**src/inc/seq_pkg.sv**
```systemverilog
package seq_pkg;
   // ==========================================
   // Timing
   // ==========================================
   localparam int unsigned clk_hz = 25000000;
   localparam int unsigned init_min_ms = 100;
   localparam int unsigned init_min_cycles = (clk_hz / 1000) * init_min_ms;
   localparam int unsigned park_max_us = 500;
   localparam int unsigned park_max_cycles = (clk_hz / 1000000) * park_max_us;
   localparam int unsigned glitch_ns = 150;
   localparam int unsigned glitch_cycles = (glitch_ns * 25 + 999) / 1000; // Round up at 25 MHz
   localparam int unsigned park_steps = 16;

   // ==========================================
   // States
   // ==========================================
   typedef enum logic [2:0] {st_pll, st_load, st_wait, st_run, st_park, st_parked} seq_state_t;

   // Outputs heading to board pins: value and enable
   typedef struct packed {
      logic power_en;
      logic led_on;
      logic led_sel_lo;
      logic led_sel_hi;
      logic flash_clk;
      logic flash_out;
      logic flash_cs_n;
   } pin_group_t;
endpackage

```
**src/design/park_filter.sv**
```systemverilog
`timescale 1ns/1ps
module park_filter #(
   parameter int unsigned stable_cycles = 4
) (
   input wire logic clk, // Reference clock
   input wire logic arst_n, // Async reset, active low
   input wire logic ce, // Clock enable
   input wire logic din, // Synchronised park level
   output logic dout // Filtered park level
);
   logic [7:0] cnt_r;

   // ==========================================
   // Glitch filter
   // ==========================================
   // Level must hold for stable_cycles before output follows; slow edges ring out
   always_ff @(posedge clk or negedge arst_n) begin
      if (!arst_n) begin
         cnt_r <= 8'h00;
         dout <= 1'b0;
      end else if (ce) begin
         if (din == dout) begin
            cnt_r <= 8'h00;
         end else if (cnt_r >= 8'(stable_cycles - 1)) begin
            cnt_r <= 8'h00;
            dout <= din;
         end else begin
            cnt_r <= cnt_r + 8'h01;
         end
      end
   end
endmodule

```
**src/design/reset_park_sequencer.sv**
```systemverilog
// How it works
// After reset release the busy status output goes high at once.
// Initialisation waits for PLL lock, then loads configuration from flash.
// Busy drops when initialisation ends, no sooner than 100 ms after release.
// Host may send commands on busy low or its own 100 ms timeout.
// Monitor holds reset until supplies valid, park high, clocks stable.
// Host drives park high within 500 us of reset release.
// In reset, outputs inactive and two-way pins are inputs.
// In reset, power, LED and flash outputs are released to high impedance.
// On reset release every pin becomes active.
// Falling park edge starts the park sequence, finished within 500 us.
// Host waits 500 us after park low before asserting reset.
// Host waits 100 ms after power enable low before removing 1.8 V supply.
// Clock runs and reset stays high 500 us after park falls.
// Park input filter ignores transitions lasting up to 150 ns.
// Reset release and park are synchronised before the state machine uses them.
`timescale 1ns/1ps
module reset_park_sequencer
   import seq_pkg::*;
#(
   parameter int unsigned init_cycles = seq_pkg::init_min_cycles,
   parameter int unsigned park_cycles = seq_pkg::park_max_cycles
) (
   input wire logic clk, // Reference clock, 25 MHz
   input wire logic arst_n, // Async reset, active low
   input wire logic ce, // Clock enable
   input wire logic park_in, // Park request, low parks
   input wire logic pll_locked, // PLL lock indication
   input wire logic flash_load_done, // Self-load finished
   output logic flash_load_start, // Pulse: begin self-load
   output logic init_status_pin, // Busy, high while initialising
   output logic init_status_pin_oe, // Drive enable of busy pin
   output seq_pkg::pin_group_t pin_out, // Values of power, LED, flash pins
   output seq_pkg::pin_group_t pin_oe, // Drive enables of those pins
   output logic parked // Mirrors parked
);
   import seq_pkg::*;

   logic rst_s1_r, rst_s2_r;
   logic park_s1_r, park_s2_r;
   logic park_f;
   logic park_f_d_r;
   seq_state_t state_r;
   logic [31:0] init_cnt_r;
   logic [31:0] park_cnt_r;
   logic [3:0] step_r;

   // ==========================================
   // Decode helpers
   // ==========================================
   // True while the park sequence owns the outputs; a fresh fall is ignored then
   function automatic logic is_parking(input seq_state_t s);
      return s == st_park || s == st_parked;
   endfunction

   // True while the busy status must stand high; also gates the LED on value
   function automatic logic is_busy(input seq_state_t s);
      return s != st_run;
   endfunction

   // ==========================================
   // Synchronisers
   // ==========================================
   // Reset released into clock domain; assertion is async, deassertion synced
   always_ff @(posedge clk or negedge arst_n) begin
      if (!arst_n) begin
         rst_s1_r <= 1'b0;
         rst_s2_r <= 1'b0;
      end else begin
         rst_s1_r <= 1'b1;
         rst_s2_r <= rst_s1_r;
      end
   end

   // Park level, first stage read only by second
   always_ff @(posedge clk or negedge arst_n) begin
      if (!arst_n) begin
         park_s1_r <= 1'b0;
         park_s2_r <= 1'b0;
      end else if (ce) begin
         park_s1_r <= park_in;
         park_s2_r <= park_s1_r;
      end
   end

   park_filter #(
      .stable_cycles(glitch_cycles)
   ) u_filter (
      .clk(clk),
      .arst_n(arst_n),
      .ce(ce),
      .din(park_s2_r),
      .dout(park_f)
   );

   always_ff @(posedge clk or negedge arst_n) begin
      if (!arst_n) begin
         park_f_d_r <= 1'b0;
      end else if (ce) begin
         park_f_d_r <= park_f;
      end
   end

   // ==========================================
   // Sequencing state machine
   // ==========================================
   // Park falling edge overrides everything once running; init still parks if asked
   always_ff @(posedge clk or negedge arst_n) begin
      if (!arst_n) begin
         state_r <= st_pll;
      end else if (ce && rst_s2_r) begin
         // Falling edge of the filtered level only; a rise after reset is harmless
         if (park_f_d_r && !park_f && !is_parking(state_r)) begin
            state_r <= st_park;
         end else begin
            unique case (state_r)
               st_pll: if (pll_locked) state_r <= st_load;
               st_load: if (flash_load_done) state_r <= st_wait;
               st_wait: if (init_cnt_r >= init_cycles) state_r <= st_run;
               st_run: state_r <= st_run;
               st_park: if (step_r == 4'(park_steps - 1) || park_cnt_r >= park_cycles - 1) state_r <= st_parked;
               st_parked: if (park_f) state_r <= st_pll;
            endcase
         end
      end
   end

   // Cycles since reset release; the 100 ms floor is counted even during flash load
   always_ff @(posedge clk or negedge arst_n) begin
      if (!arst_n) begin
         init_cnt_r <= 32'h0;
      end else if (ce && rst_s2_r && init_cnt_r < init_cycles) begin
         init_cnt_r <= init_cnt_r + 32'h1;
      end
   end

   // Park budget counter, stepping the mirror settle in park_steps stages
   always_ff @(posedge clk or negedge arst_n) begin
      if (!arst_n) begin
         park_cnt_r <= 32'h0;
         step_r <= 4'h0;
      end else if (ce) begin
         if (state_r == st_park) begin
            park_cnt_r <= park_cnt_r + 32'h1;
            if (park_cnt_r[3:0] == 4'hf) step_r <= step_r + 4'h1;
         end else begin
            park_cnt_r <= 32'h0;
            step_r <= 4'h0;
         end
      end
   end

   // ==========================================
   // Outputs
   // ==========================================
   // Flash load kick one cycle on entering load
   always_ff @(posedge clk or negedge arst_n) begin
      if (!arst_n) begin
         flash_load_start <= 1'b0;
      end else if (ce) begin
         flash_load_start <= rst_s2_r && state_r == st_pll && pll_locked;
      end
   end

   // Busy status; high from first cycle after release, low at run
   always_ff @(posedge clk or negedge arst_n) begin
      if (!arst_n) begin
         init_status_pin <= 1'b0;
         init_status_pin_oe <= 1'b0;
      end else if (ce) begin
         init_status_pin_oe <= 1'b1;
         // Parking raises busy again so the host stops sending commands
         init_status_pin <= is_busy(state_r);
      end
   end

   // Pin enables released in reset so board pulls decide the level
   always_ff @(posedge clk or negedge arst_n) begin
      if (!arst_n) begin
         pin_oe <= '0;
      end else if (ce) begin
         pin_oe <= '1;
      end
   end

   // Pin values; power up except when parked, LEDs only once running, flash chip select idle high
   always_ff @(posedge clk or negedge arst_n) begin
      if (!arst_n) begin
         pin_out <= '{default: 1'b0, flash_cs_n: 1'b1};
      end else if (ce) begin
         // Power stays up through the park steps so mirrors can settle
         pin_out.power_en <= state_r != st_parked;
         pin_out.led_on <= !is_busy(state_r);
         // Selects, flash clock and data idle here, chip select low in load; the self-load engine owns them elsewhere
         pin_out.led_sel_lo <= 1'b0;
         pin_out.led_sel_hi <= 1'b0;
         pin_out.flash_clk <= 1'b0;
         pin_out.flash_out <= 1'b0;
         pin_out.flash_cs_n <= state_r != st_load;
      end
   end

   // Parked flag; rises on the same edge as power enable falls
   // Limitation: a restart from parked clears it before init completes
   always_ff @(posedge clk or negedge arst_n) begin
      if (!arst_n) begin
         parked <= 1'b0;
      end else if (ce) begin
         parked <= state_r == st_parked;
      end
   end
endmodule

```
**config.mk**
```make
export PLATFORM = sky130hd
export DESIGN_NAME = reset_park_sequencer
export DESIGN_NICKNAME = d
export VERILOG_FILES = /design/src/inc/seq_pkg.sv /design/src/design/park_filter.sv /design/src/design/reset_park_sequencer.sv
export SDC_FILE = /design/constraint.sdc
export NUM_CORES = 1
export LEC_CHECK = 0
export BUFFER_PORTS_ARGS = -buffer_cell sky130_fd_sc_hd__buf_2
export CAP_MARGIN = 40
export CORE_MARGIN = 1.5
export CORE_UTILIZATION = 30
export DETAILED_ROUTE_END_ITERATION = 8
export SLEW_MARGIN = 10
export SYNTH_ARGS = -nofsm -noshare
export SYNTH_HDL_FRONTEND = slang
export SYNTH_SLANG_ARGS = --single-unit
```
**constraint.sdc**
```tcl
create_clock -name clk -period 2.5 [get_ports clk]
set_clock_uncertainty 0.1 [all_clocks]
set_input_delay 0.375 -clock clk [delete_from_list [all_inputs] [get_ports clk]]
set_output_delay 0.375 -clock clk [all_outputs]
set_load 0.01 [all_outputs]
```
==> flow_metrics.env, run 1 <==
export IMPL_yosysWarningCount=0
export IMPL_core_rowCount=43
export IMPL_fin_nets=441
export IMPL_layout_setup_ws_ps=228
export IMPL_wl_per_cell_microns=13.0
export IMPL_crit_path_end_kind="flop"
export IMPL_core_area_sq_um=14000
export IMPL_grt_pass1_wl_microns=14000
export IMPL_p_leak_nw=2.16
export IMPL_whs_path_depth=2
export IMPL_numCtsBuffers=9
export IMPL_antenna_found_initial=0
export IMPL_htreeDepth=3
export IMPL_post_route_util_pct=35.4
export IMPL_synth_area_top_cells="dfrtp_1 52%, xnor2_1 5.2%, xor2_1 3.8%"
export IMPL_synth_distinct_cells=57
export IMPL_status="finished, final reports clean"
export IMPL_min_from="park_in"
export IMPL_clockBufferDepth=2
export IMPL_final_layout_size_suffix_gt1_share_pct=14.7
export IMPL_port_buffers=19
export IMPL_r2r_setup_slack_ps=230
export IMPL_critical_path_class="flop to flop"
export IMPL_synthesis_area_sq_um=4350
export IMPL_start_util_pct=31.0
export IMPL_clkTransAtPathRegs_ps=60
export IMPL_required_ps=2630
export IMPL_yosysSeqAreaShare_pct=52.9
export IMPL_setup_tns_ps=0
export IMPL_ant_nets=0
export IMPL_synth_main_ff_cell="dfrtp_1"
export IMPL_clk_latency_ps=340
export IMPL_finalSetupViolCount=0
export IMPL_fp_dieH_microns=123
export IMPL_worstHoldPathType="input pin to flop"
export IMPL_tightestPinTransition_ps=675
export IMPL_synth_most_common_cell="dfrtp_1"
export IMPL_io_pins=24
export IMPL_max_stage_delay_ps=430
export IMPL_drt_total_wl_microns=7970
export IMPL_place_congestion=0.806
export IMPL_path_cells="ha_1, nor4_1, o21ai_0, a2111oi_2, nor4_2, o41a_2, mux2_4"
export IMPL_viasPerCell=4.84
export IMPL_synth_edf_count=0
export IMPL_vdd_ir_drop_worst_mv=0.421
export IMPL_grt_usage_pct=11.8
export IMPL_cts_sinks=92
export IMPL_maxSlewHeadroom_pct=54.7
export IMPL_min_period_ps=2270
export IMPL_yosysTopAreaCell="dfrtp_1"
export IMPL_drv_cap=0
export IMPL_reg2reg_depth=7
export IMPL_syn_inst=418
export IMPL_min_to="park_s1_r"
export IMPL_timing_final_crit_share_pct=90.9
export IMPL_power_density_nw_per_um2=784
export IMPL_fill_cells=1361
export IMPL_areaGrowthSynthToFinish_pct=14.1
export IMPL_vias=2975
export IMPL_fmax_ghz=0.440
export IMPL_hold_ws_ps=166
export IMPL_chipWidth_microns=123
export IMPL_dp_hpwl_microns=5490
export IMPL_path_max_fanout=4
export IMPL_drc=0
export IMPL_synth_commonest_cells="91 x dfrtp_1, 40 x nor2_1, 31 x nand2_1"
export IMPL_drtPass1Iterations=4
export IMPL_grt_pass1_vias=2934
export IMPL_crit_arrival_ps=2400
export IMPL_synth_top_area_share_pct=52.3
export IMPL_clock_tree_root_cell="clkbuf_16"
export IMPL_finalHoldViolations=0
export IMPL_rsz0062_at_grt="false"
export IMPL_die_area_sq_um=15200
export IMPL_initialDrtViolationCount=104
export IMPL_slew_viol_final=0
export IMPL_synth_seq_cells=92
export IMPL_grt_max_degree=50
export IMPL_r2r_end="state_r[2]"
export IMPL_cts_tree="built"
export IMPL_worst_setup_path_start_kind="flop"
export IMPL_num_antenna_cells=0
export IMPL_crit_slowest_cell="a2111oi_2"
export IMPL_rr_startpoint="park_cnt_r[0]"
export IMPL_async_flop_share_pct=100
export IMPL_overflow=0
export IMPL_synth_area_per_cell_sq_um=10.4
export IMPL_post_place_ws_ps=180
layout by cell type, fill, tap and decap left out, drive strengths merged, types with 2 or more instances in the layout:
| cell type | synthesis | layout |
|---|---|---|
| a21oi | 8 | 8 |
| a31oi | 5 | 5 |
| a32o | 2 | 2 |
| and2 | 6 | 6 |
| and3 | 6 | 6 |
| and4 | 5 | 5 |
| buf | 15 | 27 |
| bufinv | 0 | 4 |
| clkbuf | 15 | 10 |
| clkinv | 1 | 2 |
| conb | 2 | 5 |
| dfrtp | 91 | 91 |
| ha | 5 | 5 |
| inv | 12 | 12 |
| mux2 | 5 | 5 |
| nand2 | 31 | 31 |
| nand2b | 5 | 5 |
| nand3 | 27 | 27 |
| nand4 | 19 | 19 |
| nor2 | 40 | 40 |
| nor2b | 6 | 6 |
| nor3 | 12 | 12 |
| nor4 | 11 | 11 |
| o211ai | 2 | 2 |
| o21a | 4 | 4 |
| o21ai | 14 | 14 |
| o2bb2ai | 2 | 2 |
| o31ai | 4 | 4 |
| or2 | 2 | 2 |
| or3 | 4 | 4 |
| xnor2 | 26 | 26 |
| xor2 | 19 | 19 |
sequential cells by signal, summed over array words and instances, names as in the netlist, 3 cells and up:
name	cells
init_cnt_r	32
state_r	3
park_cnt_r	32
pin_out	3
step_r	4
u_filter.cnt_r	8
per-layer routing:
| layer | track usage, % | vias to the layer above | part of all wire [%] |
|---|---|---|---|
| met3 | 3.04 | 12 | 3.1 |
| met1 | 15.7 | 1464 | 49 |
| met5 | 0 | - | 0 |
| met2 | 18.2 | 40 | 46 |
| li1 | - | 1459 | - |
| met4 | 5.10 | 0 | 1.8 |
how the worst max path moves through the flow:
stage / start / end / slack [ps] / cells past startpoint
CTS: park_cnt_r[0] / state_r[2] / 170 / 7
global placement: park_cnt_r[0] / state_r[2] / 200 / 7
finish: park_cnt_r[0] / state_r[2] / 230 / 7
floorplan: park_cnt_r[0] / state_r[2] / 340 / 7
global route: park_cnt_r[0] / state_r[2] / 80 / 7
detailed placement: park_cnt_r[0] / state_r[2] / 180 / 7
area by class of cell:
class	instances	area, sq um	share of cell area (%)
clock buffers	10	229	4.61
multi-input cells	286	1850	37.1
clock inverters	6	136	2.74
flip-flops and latches	92	2300	46.4
repair buffers	28	180	3.63
inverters	13	48.8	0.982
well taps	180	225	4.53
where the power goes:
group          internal [W]  switching, W  total [W]  leakage [nW]
clock               0.00108      0.000566    0.00165         0.173
combinational      0.000224      0.000267   0.000492         0.752
sequential          0.00162      0.000139    0.00176          1.24
kinds of logic (layout without fill, tap and decap cells):
| kind of cell | count (synthesis) | count (layout) | synth area share, % |
|---|---|---|---|
| compound gates | 48 | 48 | 7.70 |
| xor+xnor | 45 | 45 | 9.05 |
| simple gates | 177 | 177 | 22.0 |
| other cells | 2 | 5 | 0.173 |
| buf+inv | 43 | 57 | 5.06 |
| mux | 6 | 6 | 1.61 |
| flops | 92 | 92 | 52.9 |
| fa+ha+maj | 5 | 5 | 1.44 |
worst max-delay path, delay by kind of cell (launching register included):
family                     cells  cell delay (ps)
and+or+nand+nor                2              390
muxes                          1              310
adders and majority gates      1              220
DFF                            1              410
AOI/OAI and AO/OA              3              730
repair_timing:
action                     CTS  global route
hold endpoints to repair    43             0
gates resized for setup      0             1
hold buffers                 1             0
setup endpoints to repair    0             2
setup buffers                0             0
metrics by stage:
step	instance area (sq um)	cells	power [W]
after floorplan	4360	421	0.00212
after global placement	4590	598	0.00225
after detailed placement	4590	598	0.00228
after CTS	4960	615	0.00393
after global routing	4970	615	0.00408
final	4970	615	0.00390
(Power assumes the default switching activity.)
==> run 2, diff against run 1 <==
==> constraint.sdc (replaced) <==
create_clock -name clk -period 1.95 [get_ports clk]
set_clock_uncertainty 0.1 [all_clocks]
set_input_delay 0.2925 -clock clk [delete_from_list [all_inputs] [get_ports clk]]
set_output_delay 0.2925 -clock clk [all_outputs]
set_load 0.01 [all_outputs]
==> run 2 against run 1 <==
Net effect:
- die area unchanged
- fmax increased by 13%
- total power grew 25%
- clock power grew 2%
- critical path depth rose by 1
- via count up 11%
- largest power group unchanged
- the flow now finishes with violations (negative setup slack)
- register-to-register slack got worse by 300 ps
- combinational power rose by 96%
- wire length increased by 16%
- cell area grew 18%
- critical endpoint is now park_cnt_r[27]
==> flow_metrics.env, run 2 (synthesis results as in run 1) <==
export IMPL_status="complete, but fails checks"
export IMPL_violations="negative setup slack"
export IMPL_vdd_ir_drop_worst_mv=0.596
export IMPL_seqPwrFrac_pct=45.6
export IMPL_wl_per_cell_microns=13.4
export IMPL_ant_nets=0
export IMPL_cp_common_cell="nand4_1"
export IMPL_grt_pass1_wl_microns=16200
export IMPL_p_leak_nw=2.67
export IMPL_fp_dieH_microns=123
export IMPL_power_share_switching_pct=26.5
export IMPL_start_util_pct=31.0
export IMPL_clock_power_share_pct=34.7
export IMPL_placedInstanceArea_sq_um=5110
export IMPL_num_antenna_cells=0
export IMPL_fin_area_sq_um=5840
export IMPL_clkTransAtPathRegs_ps=60
export IMPL_grt_max_degree=39
export IMPL_clk_latency_ps=330
export IMPL_cts_tree="built"
export IMPL_slew_viol_final=0
export IMPL_final_layout_size_suffix_gt1_share_pct=34.8
export IMPL_grt_pass1_vias=3454
export IMPL_numCtsBuffers=9
export IMPL_chipWidth_microns=123
export IMPL_crit_slowest_cell="dfrtp_1"
export IMPL_pwr_share_comb_pct=19.7
export IMPL_cts_sinks=92
export IMPL_rsz0062_at_grt="true"
export IMPL_maxSlewHeadroom_pct=65.4
export IMPL_antenna_found_initial=0
export IMPL_hold_ws_ps=106
export IMPL_dp_hpwl_microns=6250
export IMPL_core_rowCount=43
export IMPL_overflow=0
export IMPL_path_max_fanout=5
export IMPL_drc=0
export IMPL_top_layer="met4"
export IMPL_port_buffers=19
export IMPL_crit_arrival_ps=2130
export IMPL_finalHoldViolations=0
export IMPL_p_sw_w=0.00130
export IMPL_finalSetupViolCount=8
export IMPL_io_pins=24
export IMPL_clockBufferDepth=2
export IMPL_power_internal_w=0.00359
export IMPL_post_route_util_pct=41.6
export IMPL_path_cells="buf_6, and3_4, nand4_1, buf_4, nor4b_4, nand4_1, xor2_1, nor2_1"
export IMPL_route_met3_wl_microns=201
export IMPL_grt_usage_pct=13.3
export IMPL_viasPerCell=4.77
export IMPL_place_congestion=0.818
export IMPL_min_period_ps=2020
export IMPL_wl_met1_microns=4220
export IMPL_p_total_w=0.00488
export IMPL_drt_total_wl_microns=9260
export IMPL_critical_path_class="flop to flop"
export IMPL_clock_tree_root_cell="clkbuf_16"
export IMPL_drv_cap=0
export IMPL_die_area_sq_um=15200
export IMPL_met2_length_microns=4710
export IMPL_post_place_ws_ps=-161
export IMPL_fin_nets=517
export IMPL_timing_final_crit_share_pct=103
export IMPL_vias=3293
export IMPL_layout_common_cells="90 x dfrtp_1, 76 x buf_4, 39 x nor2_1"
export IMPL_worstHoldPathType="input pin to flop"
export IMPL_top_regs="init_cnt_r: 32 flops, park_cnt_r: 32 flops, u_filter.cnt_r: 8 flops"
export IMPL_areaGrowthSynthToFinish_pct=34.1
export IMPL_fmax_ghz=0.496
export IMPL_mostFrequentLayoutCell="dfrtp_1"
export IMPL_drtPass1Iterations=5
export IMPL_initialDrtViolationCount=107
export IMPL_layout_setup_ws_ps=-67.8
export IMPL_core_area_sq_um=14000
export IMPL_tightestPinTransition_ps=519
export IMPL_crit_path_end_kind="flop"
export IMPL_worst_setup_path_start_kind="flop"
export IMPL_max_stage_delay_ps=380
export IMPL_required_ps=2070
export IMPL_htreeDepth=3
export IMPL_power_density_nw_per_um2=836
[run 2: cell count changes in the layout (fill, tap and decap cells not counted), sizes merged]
cell	before	now
buf	27	103
clkinv	2	3
bufinv	4	1
clkinvlp	1	0
clkbuf	10	13
[run 2: metal layers]
layer / global-route usage (%) / up-vias
li1: - / 1622
met1: 16.9 / 1619
met2: 23.1 / 40
met3: 2.31 / 12
met4: 4.38 / 0
met5: 0 / -
[run 2: worst max-delay path, delay by kind of cell, from the launching register on]
kind / cells / cell delay (ps)
XOR/XNOR: 1 / 180
buffers and inverters: 2 / 330
flip-flops: 1 / 380
AND/OR/NAND/NOR: 5 / 920
[run 2: worst paths after layout]
kind / start / end / slack, ps / cells after the start
hold reg to reg: rst_s1_r / rst_s2_r / 250 / 0
setup reg to reg: park_cnt_r[8] / park_cnt_r[27] / -70 / 8
min in group asynchronous: arst_n / init_cnt_r[25] / 390 / 2
setup / recovery: park_cnt_r[8] / park_cnt_r[27] / -70 / 8
max in group asynchronous: arst_n / init_cnt_r[4] / 800 / 3
hold / removal: park_in / park_s1_r / 110 / 2
[run 2: repair_timing]
| item | in CTS | in global routing |
|---|---|---|
| cloned | 1 | 0 |
| endpoints found under the hold margin | 34 | 0 |
| hold buffers | 1 | 0 |
| pin swaps | 15 | 37 |
| buffers inserted | 7 | 5 |
| gates resized for setup | 19 | 40 |
| setup endpoints to repair | 18 | 34 |
[run 2: final cells by class]
| cell class | count | area, sq um |
|---|---|---|
| Clock buffer | 13 | 250 |
| Clock inverter | 3 | 40.0 |
| Fill cell | 1289 | 8200 |
| Inverter | 13 | 48.8 |
| Multi-Input combinational cell | 286 | 2150 |
| Sequential cell | 92 | 2300 |
| Tap cell | 180 | 225 |
| Timing Repair Buffer | 104 | 818 |
[run 2: through the flow]
| stage | std cells | TNS [ps] |
|---|---|---|
| detailed placement | 661 | -830 |
| global placement | 661 | -512 |
| global route | 691 | -2540 |
| finish | 691 | -258 |
| CTS | 686 | -132 |
| floorplan | 421 | -27.4 |
[run 2: power by group through the flow]
stage	clock [W]	sequential (W)	combinational, W
final	0.00169	0.00223	0.000963
after floorplan	0	0.00225	0.000494
after global routing	0.00182	0.00225	0.00108
after detailed placement	0	0.00224	0.000867
after CTS	0.00174	0.00221	0.000914
after global placement	0	0.00223	0.000836
